===== src/bvs_consts.svh =====
// Behaviour
// - Bit 7 clear synchronous, set sleep
// - Core-1 code: 0.30 V, 10 mV steps
// - Processor code: 0.53 V, 10 mV steps
// - Memory, I/O, peripheral: 0.80 V, 20 mV steps
// - Sleep bit counts only in mode 00 with A selected
`ifndef BVS_CONSTS_SVH
`define BVS_CONSTS_SVH

// Register indices, byte address is four times the index
`define BVS_IDX_CORE1_A 8'ha4
`define BVS_IDX_PROC_A 8'ha5
`define BVS_IDX_MEM_A 8'ha6
`define BVS_IDX_IO_A 8'ha7
`define BVS_IDX_PERI_A 8'ha8
`define BVS_IDX_MODE 8'hb0
`define BVS_IDX_STATUS 8'hb1

// Field positions
`define BVS_SLEEP_BIT 7
`define BVS_CODE_MSB 6
`define BVS_MODE_SEL_BIT 16

// Reset values
`define BVS_RST_VOLT 8'h00
`define BVS_RST_MODE 10'h000
`define BVS_RST_ASEL 1'b1

// Mode field codes
`define BVS_MODE_REG 2'h0
`define BVS_MODE_SLEEP 2'h1
`define BVS_MODE_SYNC 2'h2
`define BVS_MODE_AUTO 2'h3

// Voltage scale in millivolts
`define BVS_CORE1_BASE_MV 12'h12c
`define BVS_PROC_BASE_MV 12'h212
`define BVS_WIDE_BASE_MV 12'h320
`define BVS_FINE_STEP_MV 12'h00a
`define BVS_WIDE_STEP_MV 12'h014

// Bus responses
`define BVS_RESP_OKAY 2'h0
`define BVS_RESP_SLVERR 2'h2

`endif


===== src/bvs_pkg.sv =====
`default_nettype none
package bvs_pkg;

    typedef enum logic [1:0] {
        BVS_OP_SYNC,
        BVS_OP_SLEEP,
        BVS_OP_AUTO,
        BVS_OP_B_SET
    } bvs_op_t;

    typedef struct packed {
        bvs_op_t op;
        logic [11:0] mv;
    } bvs_rail_t;

    typedef struct packed {
        logic [4:0][7:0] volt;
        logic [9:0] mode;
        logic a_sel;
        logic aw_have;
        logic [11:0] aw_addr;
        logic w_have;
        logic [31:0] wdata;
        logic [3:0] wstrb;
        logic bvalid;
        logic [1:0] bresp;
        logic rvalid;
        logic [31:0] rdata;
        logic [1:0] rresp;
    } bvs_state_t;

endpackage : bvs_pkg
`default_nettype wire


===== src/bvs_rail.sv =====
`include "bvs_consts.svh"
`default_nettype none
module bvs_rail #(
    parameter logic [11:0] BASE_MV = `BVS_CORE1_BASE_MV,
    parameter logic [11:0] STEP_MV = `BVS_FINE_STEP_MV
) (
    input wire logic mclk,
    input wire logic rst,
    input wire logic [7:0] setting,
    input wire logic [1:0] mode,
    input wire logic a_sel,
    output var bvs_pkg::bvs_rail_t rail
);

    bvs_pkg::bvs_rail_t rail_r;
    bvs_pkg::bvs_rail_t rail_nxt;

    assign rail = rail_r;

    always_comb
    begin
        rail_nxt = rail_r;
        // Linear code to millivolts
        rail_nxt.mv = BASE_MV + STEP_MV * {5'h00, setting[`BVS_CODE_MSB:0]};
        unique case (mode)
            `BVS_MODE_REG:
            begin
                if (!a_sel)
                    rail_nxt.op = bvs_pkg::BVS_OP_B_SET;
                else if (setting[`BVS_SLEEP_BIT])
                    rail_nxt.op = bvs_pkg::BVS_OP_SLEEP;
                else
                    rail_nxt.op = bvs_pkg::BVS_OP_SYNC;
            end
            `BVS_MODE_SLEEP: rail_nxt.op = bvs_pkg::BVS_OP_SLEEP;
            `BVS_MODE_SYNC: rail_nxt.op = bvs_pkg::BVS_OP_SYNC;
            `BVS_MODE_AUTO: rail_nxt.op = bvs_pkg::BVS_OP_AUTO;
        endcase
    end

    always_ff @(posedge mclk or posedge rst)
    begin
        if (rst)
            rail_r <= '{op: bvs_pkg::BVS_OP_SYNC, mv: BASE_MV};
        else
            rail_r <= rail_nxt;
    end
endmodule : bvs_rail
`default_nettype wire


===== src/bvs_top.sv =====
// Register access over AXI4-Lite was chosen for this implementation.
`include "bvs_consts.svh"
`default_nettype none
module bvs_top (
    input wire logic mclk,
    input wire logic rst,
    input wire logic awvalid,
    output logic awready,
    input wire logic [11:0] awaddr,
    input wire logic wvalid,
    output logic wready,
    input wire logic [31:0] wdata,
    input wire logic [3:0] wstrb,
    output logic bvalid,
    input wire logic bready,
    output logic [1:0] bresp,
    input wire logic arvalid,
    output logic arready,
    input wire logic [11:0] araddr,
    output logic rvalid,
    input wire logic rready,
    output logic [31:0] rdata,
    output logic [1:0] rresp,
    output var bvs_pkg::bvs_rail_t [4:0] rail
);

    localparam int NRAIL = 5;

    localparam logic [4:0][7:0] VOLT_IDX = {
        `BVS_IDX_PERI_A,
        `BVS_IDX_IO_A,
        `BVS_IDX_MEM_A,
        `BVS_IDX_PROC_A,
        `BVS_IDX_CORE1_A
    };

    localparam logic [4:0][11:0] BASE_MV = {
        `BVS_WIDE_BASE_MV,
        `BVS_WIDE_BASE_MV,
        `BVS_WIDE_BASE_MV,
        `BVS_PROC_BASE_MV,
        `BVS_CORE1_BASE_MV
    };

    localparam logic [4:0][11:0] STEP_MV = {
        `BVS_WIDE_STEP_MV,
        `BVS_WIDE_STEP_MV,
        `BVS_WIDE_STEP_MV,
        `BVS_FINE_STEP_MV,
        `BVS_FINE_STEP_MV
    };

    localparam logic [11:0] ADDR_MODE = {2'h0, `BVS_IDX_MODE, 2'h0};
    localparam logic [11:0] ADDR_STATUS = {2'h0, `BVS_IDX_STATUS, 2'h0};
    localparam logic [11:0] ADDR_CORE1 = {2'h0, `BVS_IDX_CORE1_A, 2'h0};
    localparam logic [11:0] ADDR_PERI = {2'h0, `BVS_IDX_PERI_A, 2'h0};

    bvs_pkg::bvs_state_t st_r;
    bvs_pkg::bvs_state_t st_nxt;
    logic wr_hit;
    logic rd_hit;
    logic [31:0] rd_data;
    logic [31:0] status_word;

    function automatic logic [11:0] volt_addr(input logic [7:0] idx);
        return {2'h0, idx, 2'h0};
    endfunction : volt_addr

    // Handshake outputs
    assign awready = !st_r.aw_have;
    assign wready = !st_r.w_have;
    assign arready = !st_r.rvalid;

    // Data and response outputs from flops
    assign bvalid = st_r.bvalid;
    assign bresp = st_r.bresp;
    assign rvalid = st_r.rvalid;
    assign rdata = st_r.rdata;
    assign rresp = st_r.rresp;

    // Operating style of each rail
    always_comb
    begin
        status_word = 32'h0;
        for (int i = 0; i < NRAIL; i++)
        begin
            status_word[2 * i +: 2] = rail[i].op;
        end
    end

    always_comb
    begin
        st_nxt = st_r;
        wr_hit = 1'b0;
        rd_hit = 1'b0;
        rd_data = 32'h0;

        // Responses retire
        if (st_r.bvalid && bready)
            st_nxt.bvalid = 1'b0;
        if (st_r.rvalid && rready)
            st_nxt.rvalid = 1'b0;

        // Address and data taken in either order
        if (awvalid && !st_r.aw_have)
        begin
            st_nxt.aw_have = 1'b1;
            st_nxt.aw_addr = awaddr;
        end
        if (wvalid && !st_r.w_have)
        begin
            st_nxt.w_have = 1'b1;
            st_nxt.wdata = wdata;
            st_nxt.wstrb = wstrb;
        end

        // Write once both halves held
        if (st_r.aw_have && st_r.w_have && !st_r.bvalid)
        begin
            for (int i = 0; i < NRAIL; i++)
            begin
                if (st_r.aw_addr == volt_addr(VOLT_IDX[i]))
                begin
                    wr_hit = 1'b1;
                    if (st_r.wstrb[0])
                        st_nxt.volt[i] = st_r.wdata[7:0];
                end
            end
            if (st_r.aw_addr == ADDR_MODE)
            begin
                wr_hit = 1'b1;
                if (st_r.wstrb[0])
                    st_nxt.mode[7:0] = st_r.wdata[7:0];
                if (st_r.wstrb[1])
                    st_nxt.mode[9:8] = st_r.wdata[9:8];
                if (st_r.wstrb[2])
                    st_nxt.a_sel = st_r.wdata[`BVS_MODE_SEL_BIT];
            end
            if (st_r.aw_addr == ADDR_STATUS)
                wr_hit = 1'b1;
            st_nxt.aw_have = 1'b0;
            st_nxt.w_have = 1'b0;
            st_nxt.bvalid = 1'b1;
            st_nxt.bresp = wr_hit ? `BVS_RESP_OKAY : `BVS_RESP_SLVERR;
        end

        // Read answered one cycle after the address
        if (arvalid && !st_r.rvalid)
        begin
            for (int i = 0; i < NRAIL; i++)
            begin
                if (araddr == volt_addr(VOLT_IDX[i]))
                begin
                    rd_hit = 1'b1;
                    rd_data = {24'h0, st_r.volt[i]};
                end
            end
            if (araddr == ADDR_MODE)
            begin
                rd_hit = 1'b1;
                rd_data[9:0] = st_r.mode;
                rd_data[`BVS_MODE_SEL_BIT] = st_r.a_sel;
            end
            if (araddr == ADDR_STATUS)
            begin
                rd_hit = 1'b1;
                rd_data = status_word;
            end
            st_nxt.rvalid = 1'b1;
            st_nxt.rdata = rd_data;
            st_nxt.rresp = rd_hit ? `BVS_RESP_OKAY : `BVS_RESP_SLVERR;
        end
    end

    always_ff @(posedge mclk or posedge rst)
    begin
        if (rst)
        begin
            st_r <= '0;
            st_r.volt <= {NRAIL{`BVS_RST_VOLT}};
            st_r.mode <= `BVS_RST_MODE;
            st_r.a_sel <= `BVS_RST_ASEL;
        end
        else
        begin
            st_r <= st_nxt;
        end
    end

    // One regulator control per rail
    for (genvar g = 0; g < NRAIL; g++)
    begin : g_rail
        bvs_rail #(
            .BASE_MV(BASE_MV[g]),
            .STEP_MV(STEP_MV[g])
        ) u_rail (
            .mclk(mclk),
            .rst(rst),
            .setting(st_r.volt[g]),
            .mode(st_r.mode[2 * g +: 2]),
            .a_sel(st_r.a_sel),
            .rail(rail[g])
        );
    end
endmodule : bvs_top
`default_nettype wire


===== config.mk =====
export PLATFORM = sky130hd
export DESIGN_NAME = bvs_top
export DESIGN_NICKNAME = d
export VERILOG_FILES = /design/src/bvs_pkg.sv /design/src/bvs_rail.sv /design/src/bvs_top.sv
export VERILOG_INCLUDE_DIRS = /design/src
export SDC_FILE = /design/constraint.sdc
export NUM_CORES = 1
export LEC_CHECK = 0
export BUFFER_PORTS_ARGS = -buffer_cell sky130_fd_sc_hd__buf_4
export CORE_MARGIN = 4
export CORE_UTILIZATION = 25
export DETAILED_ROUTE_END_ITERATION = 6
export MAX_ROUTING_LAYER = met4
export PLACE_DENSITY = 0.45
export SYNTH_ARGS = -nofsm -noshare
export SYNTH_HDL_FRONTEND = slang
export SYNTH_SLANG_ARGS = --single-unit

===== constraint.sdc =====
create_clock -name mclk -period 14.2 [get_ports mclk]
set_input_delay 1.42 -clock mclk [delete_from_list [all_inputs] [get_ports mclk]]
set_output_delay 1.42 -clock mclk [all_outputs]
set_load 0.005 [all_outputs]

==> metrics, run 1 <==
CP peak stage delay ~590 ps; worst reg2reg path endpoint g_rail[1].u_rail.rail[10]; Synth Flop Type dfrtp_1; Worst Setup Start Kind input port; worst vdd ir 0.0762 mV; Critical Path RT around 14000 ps; Worst Min Path Start rdata[8]; die area about 0.037 sq mm; total grt overflow 0; DR pass1 iterations 4; final cell count without fillers roughly 1.3k; leakage power 0.00487 uW; Worst Slack Setup Final 11160 ps; total global-route track usage 12.4%; Internal about 860 uW; vias in the first global route between 5k and 6k; final antenna-violating net count 0; CTS tree yes; most common cell in the netlist dfrtp_1; Mean Syn Cell Area 11.1 sq um; Setup WS pre-CTS 10780 ps; RSZ-0062 raised after global routing no; Slew @ Worst Pin between 1000 and 1500 ps; clk buf depth 2; Crit-path slowest cell nor2b_1; R2R Setup Slk 11160 ps; Fin. Hold Viols 0; CP Max Fanout 10; share of synthesized registers carrying an async set or reset 100%; clk_lat worst skew between 400 and 500 ps; DR WL/cell ~16 um; Synthesis Warnings 0; Placed Area 0.00974 sq mm; Fin Setup TNS 0 ps; Crit Path Category input port to flip-flop; crit-path cells buf_4, nor2b_1, nand4_1, a211oi_1, o21ai_0; diode count 0; largest net degree at the start of global routing 88; RePlAce Congestion around 0.80; max_cap viols 0; Flop pwr share 47.9%; Bufs and invs on worst path 1; DRC viols 0; Switching Fraction between 20% and 30%; hold path cells 2; first-pass GRT wire length 34.0 mm; CP arrival approximately 3300 ps; PD cells ~110 mW/mm^2; placed instance count between 1k and 1.5k; outcome finished clean; CTS root buf clkbuf_16; synthesized cell area around 0.0085 sq mm; Hold Buf Count CTS 0; top-area cell type share of the netlist area between 40% and 50%; Final period util between 20% and 30%; Hold EP rdata[8]; Worst Reg-to-Reg Cells 9; initial drt markers between 200 and 300; Yosys cell types 64; layout cells sized above 1 between 20% and 30%; Commonest cells post-synth dfrtp_1 (139), mux2_2 (77), ha_1 (55), nor2_1 (48), buf_4 (44); share of total power in combinational logic around an eighth; cell taking the most area after synthesis dfrtp_1; port buffer count 124; Max H-tree Level 4; Fmax around 330 MHz; Post-synth EDFFs 0; max-slew violations 0; DR vias 5905; Post-Route WL 22.0 mm; post-CTS setup buffers 0; Die X ~190 um; Min Clock Period, post-route about 3000 ps; CP Capture Type flip-flop; CTS clk-pin slew, worst paths approximately 60 ps; Initial Utilization 25.4%; switching power total 319 uW; Reg-to-Reg Start st_r[108]; Layout Nets between 1k and 1.5k; register area share after synthesis between 40% and 50%; Worst Clk Skew 6.61 ps; # setup viols final 0; Hold WC Path Type flip-flop to flip-flop; Core Rows 67; TritonCTS Buffers 17; Rel. slew slack roughly 28%; CTS sink count 156; final instance area ~0.010 sq mm; post_cts resized 0; core area approximately 0.034 sq mm; fin util between 30% and 40%; dpl hpwl between 15 and 20 mm; Die H 192 um; Clk pwr share approximately two fifths; largest cells by area after synthesis dfrtp_1 (41%), mux2_2 (10%), ha_1 (8.1%); flops & latches, synth 156; initial antenna violation count 0; I/O pin total roughly 180; top cell family by delay on the critical path simple AND/OR/NAND/NOR gates; area grow syn2layout 21.4%; vias per cell 4.40; Mapped Cells around 770
## tightest hold or removal path, delay by kind of cell (launching register included)
kind / cells / cell delay, ps
simple gates: 1 / 40
compound gates: 1 / 60
flops: 1 / 340
## routing by layer
metal,vias to the layer above,wire [um],GRT usage (%)
met3,16,1310,3.60
met5,-,0,-
met1,2861,10100,16.0
met4,0,286,3.35
met2,120,10300,19.0
li1,2908,-,-
## through the flow
| stage | hold slack (ps) | power [uW] |
|---|---|---|
| 6_report | 485 | 1180 |
| 4_1_cts | 491 | 1200 |
| 2_1_floorplan | 388 | 650 |
| 5_1_grt | 513 | 1240 |
| 3_5_place_dp | 476 | 720 |
| 3_3_place_gp | 467 | 716 |
## worst max-delay path by stage
stage               cells past startpoint  slack [ps]       from                   endpoint
floorplan                               1        8600        rst                   bresp[1]
CTS                                     9       11130  st_r[108]  g_rail[1].u_rail.rail[10]
finish                                  5       11160  araddr[6]                   rdata[2]
global placement                        5       10790  araddr[6]                   rdata[2]
global route                            9       11000  st_r[108]  g_rail[1].u_rail.rail[10]
detailed placement                      5       10780  araddr[6]                   rdata[2]
## area by class of cell
| class | count | area, sq um |
|---|---|---|
| Fill cell | 3518 | 23200 |
| Multi-Input combinational cell | 549 | 4180 |
| Sequential cell | 156 | 3930 |
| Timing Repair Buffer | 127 | 953 |
| Tap cell | 448 | 561 |
| Clock buffer | 22 | 454 |
| Clock inverter | 10 | 138 |
| Inverter | 30 | 118 |
## placed cells by master, fill, tap and decap left out, types with 4 or more instances in the layout
cell and n:
buf_4 127, nand4_1 8, and3_1 5, dfstp_2 17, fa_1 5, or3_1 5, a21oi_1 41, mux2i_1 13
nand2_1 37, xnor2_1 22, or2_2 7, o21a_1 6, a211oi_1 9, dfrtp_1 139, nor2b_1 14, nand2b_1 7
nor3b_1 5, inv_1 29, xor2_1 14, a21o_1 15, ha_1 55, nor3_1 11, o21ai_0 29, nand3_1 10
clkbuf_16 17, o22ai_1 8, o211ai_1 5, nor4b_1 6, a31oi_1 12, nand4b_1 4, nor2_1 48, mux2_2 77
clkbuf_1 4, conb_1 32
## kinds of logic (layout without fill, tap and decap cells)
kind of cell | after synthesis | after routing | synth area share (%)
compound gates | 146 | 146 | 10.9
xor+xnor | 37 | 37 | 3.97
fa+ha+maj | 61 | 61 | 9.38
buf+inv | 95 | 189 | 6.13
flops | 156 | 156 | 46.1
mux | 90 | 90 | 11.7
other cells | 1 | 32 | 0.0441
simple gates | 183 | 183 | 11.7
## registers in the layout (all words and copies together), names as in the netlist
name and count:
bresp 1, rresp 1, rdata 11, st_r 79, rvalid 1, g_rail.u_rail.rail 62, bvalid 1
## power by group through the flow
stage	Clock [uW]	Combinational (uW)	Sequential, uW
global placement	0	143	573
finish	470	143	564
global route	508	160	573
floorplan	0	109	541
CTS	489	146	567
detailed placement	0	145	575
Note: power is estimated with default switching activity, not from simulation.
==> inputs of run 2 (changes only) <==
--- a/config.mk
+++ b/config.mk
@@ -6,6 +6,7 @@
 export SDC_FILE = /design/constraint.sdc
 export NUM_CORES = 1
 export LEC_CHECK = 0
+export ABC_AREA = 1
 export BUFFER_PORTS_ARGS = -buffer_cell sky130_fd_sc_hd__buf_4
 export CORE_MARGIN = 4
 export CORE_UTILIZATION = 25
==> constraint.sdc (replaced) <==
create_clock -name mclk -period 3.18 [get_ports mclk]
set_input_delay 0.318 -clock mclk [delete_from_list [all_inputs] [get_ports mclk]]
set_output_delay 0.318 -clock mclk [all_outputs]
set_load 0.005 [all_outputs]
==> metrics, run 2 <==
Slew @ Worst Pin 851 ps (was 1080 ps); cell taking the most area after synthesis dfrtp_1 (unchanged); final antenna-violating net count 0 (unchanged); Hold WC Path Type input port to flip-flop (was flip-flop to flip-flop); DRC viols 0 (unchanged); synthesized cell area 0.00833 sq mm (was 0.00851 sq mm); clk buf depth 2 (unchanged); max FFs per register 79 (unchanged); Crit-path slowest cell dfrtp_1 (was nor2b_1); register area share after synthesis 47.1% (was 46.1%); Rel. slew slack 43.1% (was 28.0%); CTS clk-pin slew, worst paths 70 ps (was 60 ps); port buffer count 124 (unchanged); dpl hpwl 16.1 mm (was 16.5 mm); most frequent cells in the layout nand2_1 (174), dfrtp_1 (139), buf_4 (125) (was dfrtp_1 (139), buf_4 (127), mux2_2 (77)); final cell count without fillers 1485 (was 1342); largest net degree at the start of global routing 80 (was 88); Worst Clk Skew 14.6 ps (was 6.61 ps); Post-synth EDFFs 0 (unchanged); Mean Syn Cell Area 9.11 sq um (was 11.1 sq um); Worst Setup Start Kind flip-flop (was input port); Synthesis Warnings 0 (unchanged); Die X 190 um (was 192 um); Most flops, register st_r (unchanged); crit-path cells ha_1, ha_1, inv_1, fa_1, xnor2_1, inv_1, a21oi_1, inv_1, o21ai_1, xor2_1 (was buf_4, nor2b_1, nand4_1, a211oi_1, o21ai_0); Max H-tree Level 4 (unchanged); vias in the first global route 6132 (was 5949); RePlAce Congestion 0.832 (was 0.801); CP Max Fanout 5 (was 10); core area 0.0327 sq mm (was 0.0335 sq mm); flops & latches, synth 156 (unchanged); CTS tree yes (unchanged); worst vdd ir 0.357 mV (was 0.0762 mV); PD cells 513 mW/mm^2 (was 114 mW/mm^2); CP Capture Type flip-flop (unchanged); CTS sink count 156 (unchanged); Initial Utilization 25.5% (was 25.4%); Mapped Cells 914 (was 769); leakage power 0.00527 uW (was 0.00487 uW); I/O pin total 178 (unchanged); Fin. Hold Viols 0 (unchanged); Crit Path Category flip-flop to flip-flop (was input port to flip-flop); DR vias 6155 (was 5905); Commonest cells post-synth nand2_1 (174), dfrtp_1 (139), inv_1 (94), nand3_1 (72), ha_1 (55) (was dfrtp_1 (139), mux2_2 (77), ha_1 (55), nor2_1 (48), buf_4 (44)); Bufs and invs on worst path 3 (was 1); CTS root buf clkbuf_16 (unchanged); FILL cells 3515 (was 3518); DR WL/cell 14.3 um (was 16.4 um); top-area cell type share of the netlist area 41.8% (was 40.9%); outcome finished clean (unchanged); Post-Route WL 21.2 mm (was 22.0 mm); CP arrival 2710 ps (was 3330 ps); DR pass1 iterations 5 (was 4); Core Rows 66 (was 67); total grt overflow 0 (unchanged); Layout Nets 1157 (was 1008); total global-route track usage 12.1% (was 12.4%); max_cap viols 0 (unchanged); RSZ-0062 raised after global routing no (unchanged); fin util 31.1% (was 30.8%); top cell family by delay on the critical path adder cells (was simple AND/OR/NAND/NOR gates); Synth Flop Type dfrtp_1 (unchanged); Fmax 422 MHz; Fin Setup TNS 0 ps (unchanged); placed instance count 1452 (was 1310); Yosys cell types 42 (was 64); first-pass GRT wire length 33.4 mm (was 34.0 mm); die area 0.0363 sq mm (was 0.0371 sq mm); commonest non-fill, non-tap cell in the layout nand2_1 (was dfrtp_1); diode count 0 (unchanged); clk_lat worst skew 430 ps (was 420 ps); Min Clock Period, post-route 2370 ps; max-slew violations 0 (unchanged); share of synthesized registers carrying an async set or reset 100% (unchanged); # setup viols final 0 (unchanged); Critical Path RT 3530 ps (was 14490 ps); footprint of the multi-input gates 0.00370 sq mm (was 0.00418 sq mm); vias per cell 4.14 (was 4.40); most common cell in the netlist nand2_1 (was dfrtp_1); cell mode on critical path inv_1; largest cells by area after synthesis dfrtp_1 (42%), ha_1 (8.3%), nand2_1 (7.8%) (was dfrtp_1 (41%), mux2_2 (10%), ha_1 (8.1%)); Reg area 0.00393 sq mm (unchanged); initial antenna violation count 0 (unchanged); Final period util about 75%; total power 5220 uW (was 1180 uW); Die H 190 um (was 192 um); area grow syn2layout 22.2% (was 21.4%); layout cells sized above 1 21.6% (was 29.4%); CP peak stage delay 440 ps (was 590 ps); TritonCTS Buffers 17 (unchanged); initial drt markers 254 (unchanged)
## run 2: path summary, 6_finish.rpt
path	start	endpoint	slack [ps]	cells past startpoint
min in group asynchronous	rst	g_rail[0].u_rail.rail[11]	330	3
min	bready	bvalid	80	2
max in group asynchronous	rst	g_rail[0].u_rail.rail[3]	2190	4
max reg2reg	st_r[100]	g_rail[0].u_rail.rail[9]	810	10
min reg2reg	st_r[96]	g_rail[3].u_rail.rail[12]	450	1
max	st_r[100]	g_rail[0].u_rail.rail[9]	810	10
## run 2: final cells by class
class	count	area share, %
sequential	156	38.6
multi-input combinational	622	36.3
timing repair buffer	128	9.72
tap	442	5.44
clock buffer	19	4.26
inverter	105	3.91
clock inverter	13	1.77
## run 2: metrics by stage
stage          setup slack, ps  cell area [sq um]  hold slack (ps)
2_1_floorplan              903               8450              400
3_5_place_dp               787               9550              226
5_1_grt                    622              10200             72.7
6_report                   810              10200             79.6
3_3_place_gp               814               9550              223
4_1_cts                    787              10200             68.5
## run 2: logic make-up (layout without fill, tap and decap cells)
family / after synthesis / in the layout / synth area share [%]
simple gates: 332 / 332 / 18.1
buf+inv: 167 / 265 / 9.86
flops: 156 / 156 / 47.1
compound gates: 147 / 147 / 9.81
fa+ha+maj: 60 / 60 / 9.47
xor+xnor: 44 / 44 / 4.63
mux: 7 / 7 / 0.947
other cells: 1 / 32 / 0.0450
## run 2: power by group
| group | total (uW) | internal [uW] | switching [uW] |
|---|---|---|---|
| logic | 783 | 249 | 534 |
| registers | 2280 | 2190 | 96.6 |
| clock network | 2160 | 1260 | 898 |
| total | 5220 | 3690 | 1530 |
## run 2: timing repair
item,CTS,global route
hold buffers,1,0
hold endpoints to repair,1,0
setup buffers,0,0
resized for setup,0,0
## run 2: per-layer routing
metal	up-vias	routed length, um	GRT usage [%]
met4	0	319	3.43
met5	-	0	-
met3	15	1070	3.13
li1	3172	-	-
met2	128	9900	18.9
met1	2840	9910	15.6
==> inputs of run 3 (changes only) <==
==> constraint.sdc (replaced) <==
create_clock -name mclk -period 2.5 [get_ports mclk]
set_input_delay 0.25 -clock mclk [delete_from_list [all_inputs] [get_ports mclk]]
set_output_delay 0.25 -clock mclk [all_outputs]
set_load 0.005 [all_outputs]
==> metrics, run 3 (synthesis results as in run 2) <==
clk_lat worst skew 440 ps (was 430 ps); CTS root buf clkbuf_16 (unchanged); DR WL/cell 14.4 um (was 14.3 um); Min Clock Period, post-route 2340 ps (was 2370 ps); Fin. Hold Viols 0 (unchanged); final instance area 0.0103 sq mm (was 0.0102 sq mm); vias in the first global route 6084 (was 6132); Max H-tree Level 4 (unchanged); PD cells 643 mW/mm^2 (was 513 mW/mm^2); Hold WC Path Type input port to flip-flop (unchanged); placed instance count 1463 (was 1452); Fin Setup TNS 0 ps (unchanged); I/O pin total 178 (unchanged); Slew @ Worst Pin 805 ps (was 851 ps); initial antenna violation count 0 (unchanged); DR vias 6208 (was 6155); CP arrival 2640 ps (was 2710 ps); RePlAce Congestion 0.834 (was 0.832); final antenna-violating net count 0 (unchanged); post-CTS setup buffers 0 (unchanged); Critical Path RT 2800 ps (was 3530 ps); layout cells sized above 1 22.8% (was 21.6%); initial drt markers 254 (unchanged); Most flops, register st_r (unchanged); total grt overflow 0 (unchanged); TritonCTS Buffers 17 (unchanged); Final period util 93.4% (was 74.5%); dpl hpwl 16.3 mm (was 16.1 mm); Crit Path Category flip-flop to flip-flop (unchanged); port buffer count 124 (unchanged); Placed Area 0.00963 sq mm (was 0.00955 sq mm); RSZ-0062 raised after global routing no (unchanged); most frequent cells in the layout nand2_1 (174), dfrtp_1 (139), buf_4 (136) (was nand2_1 (174), dfrtp_1 (139), buf_4 (125)); CTS clk-pin slew, worst paths 70 ps (about the same); die area 0.0363 sq mm (unchanged); largest net degree at the start of global routing 73 (was 80); max FFs per register 79 (unchanged); CTS sink count 156 (unchanged); Die X 190 um (unchanged); Setup WS pre-CTS 129 ps (was 787 ps); clk buf depth 2 (unchanged); # setup viols final 0 (unchanged); FILL cells 3510 (was 3515); commonest non-fill, non-tap cell in the layout nand2_1 (unchanged); CP Max Fanout 4 (was 5); diode count 0 (unchanged); Die H 190 um (unchanged); Rel. slew slack 46.2% (was 43.1%); CTS tree yes (unchanged); vias per cell 4.14 (about the same); Layout Nets 1170 (was 1157); area grow syn2layout 23.6% (was 22.2%); core area 0.0327 sq mm (unchanged); Worst Slack Setup Final 164 ps (was 810 ps); Fmax 428 MHz (was 422 MHz); outcome finished clean (unchanged); worst vdd ir 0.465 mV (was 0.357 mV); Reg area 0.00393 sq mm (unchanged); Initial Utilization 25.5% (unchanged); Worst Clk Skew 15.9 ps (was 14.6 ps); Worst Setup Start Kind flip-flop (unchanged); CP Capture Type flip-flop (unchanged); Core Rows 66 (unchanged); first-pass GRT wire length 34.0 mm (was 33.4 mm); Post-Route WL 21.6 mm (was 21.2 mm); max_cap viols 0 (unchanged); DR pass1 iterations 5 (unchanged); footprint of the multi-input gates 0.00372 sq mm (was 0.00370 sq mm); total global-route track usage 12.4% (was 12.1%); hold_ws 44.6 ps (was 79.6 ps); max-slew violations 0 (unchanged); DRC viols 0 (unchanged); final cell count without fillers 1498 (was 1485); leakage power 0.00535 uW (was 0.00527 uW)
-- run 3: changes by cell type in the layout (fill, tap and decap cells not counted), moves of 2 or more --
cell / before / now
clkbuf_1: 2 / 0
inv_8: 2 / 4
buf_4: 125 / 136
dlygate4sd3_1: 1 / 3
-- run 3: area by class of cell --
cell class	count	share of cell area, %
clock buffers	17	4.13
clock inverters	15	1.73
inverters	105	3.87
multi-input cells	622	36.2
flip-flops and latches	156	38.1
well taps	442	5.37
repair buffers	141	10.6
-- run 3: through the flow --
| step | utilization, % | power, uW |
|---|---|---|
| after CTS | 31.4 | 6750 |
| after detailed placement | 29.5 | 3970 |
| after global placement | 29.5 | 3950 |
| final | 31.5 | 6620 |
| after floorplan | - | 3600 |
| after global routing | 31.5 | 6970 |
-- run 3: final timing paths --
kind	start	to	slack (ps)	cells after the start
max in group asynchronous	rst	g_rail[0].u_rail.rail[8]	1260	4
worst max-delay path	st_r[118]	g_rail[2].u_rail.rail[10]	160	8
worst min register to register	st_r[124]	g_rail[3].u_rail.rail[3]	450	0
min in group asynchronous	rst	st_r[76]	430	3
worst max register to register	st_r[118]	g_rail[2].u_rail.rail[10]	160	8
worst min-delay path	wdata[16]	st_r[58]	40	2
-- run 3: critical path: stages, from the launching register on --
cell,delay (ps)
dfrtp_1,440
ha_1,300
ha_1,240
fa_1,430
nand3_1,110
nand2_1,90
xnor2_1,270
nand3_1,140
xor2_1,180
-- run 3: per-layer routing --
layer / vias up / track usage [%] / wire length, um
met5: - / - / 0
met4: 0 / 3.65 / 332
met3: 21 / 3.39 / 1200
met2: 129 / 19.2 / 10100
met1: 2869 / 16.1 / 9980
li1: 3189 / - / -
-- run 3: power breakdown --
part | leakage [uW] | total (uW) | switching (uW) | internal [uW]
Sequential | 0.00197 | 2900 | 123 | 2780
Combinational | 0.00308 | 1000 | 679 | 321
Clock | 0.000293 | 2710 | 1200 | 1510
-- run 3: what timing repair did --
item / 4_1_cts / 5_1_grt
setup endpoints to repair: 0 / 1
hold buffers: 3 / 0
hold endpoints to repair: 22 / 0
gates resized for setup: 0 / 4
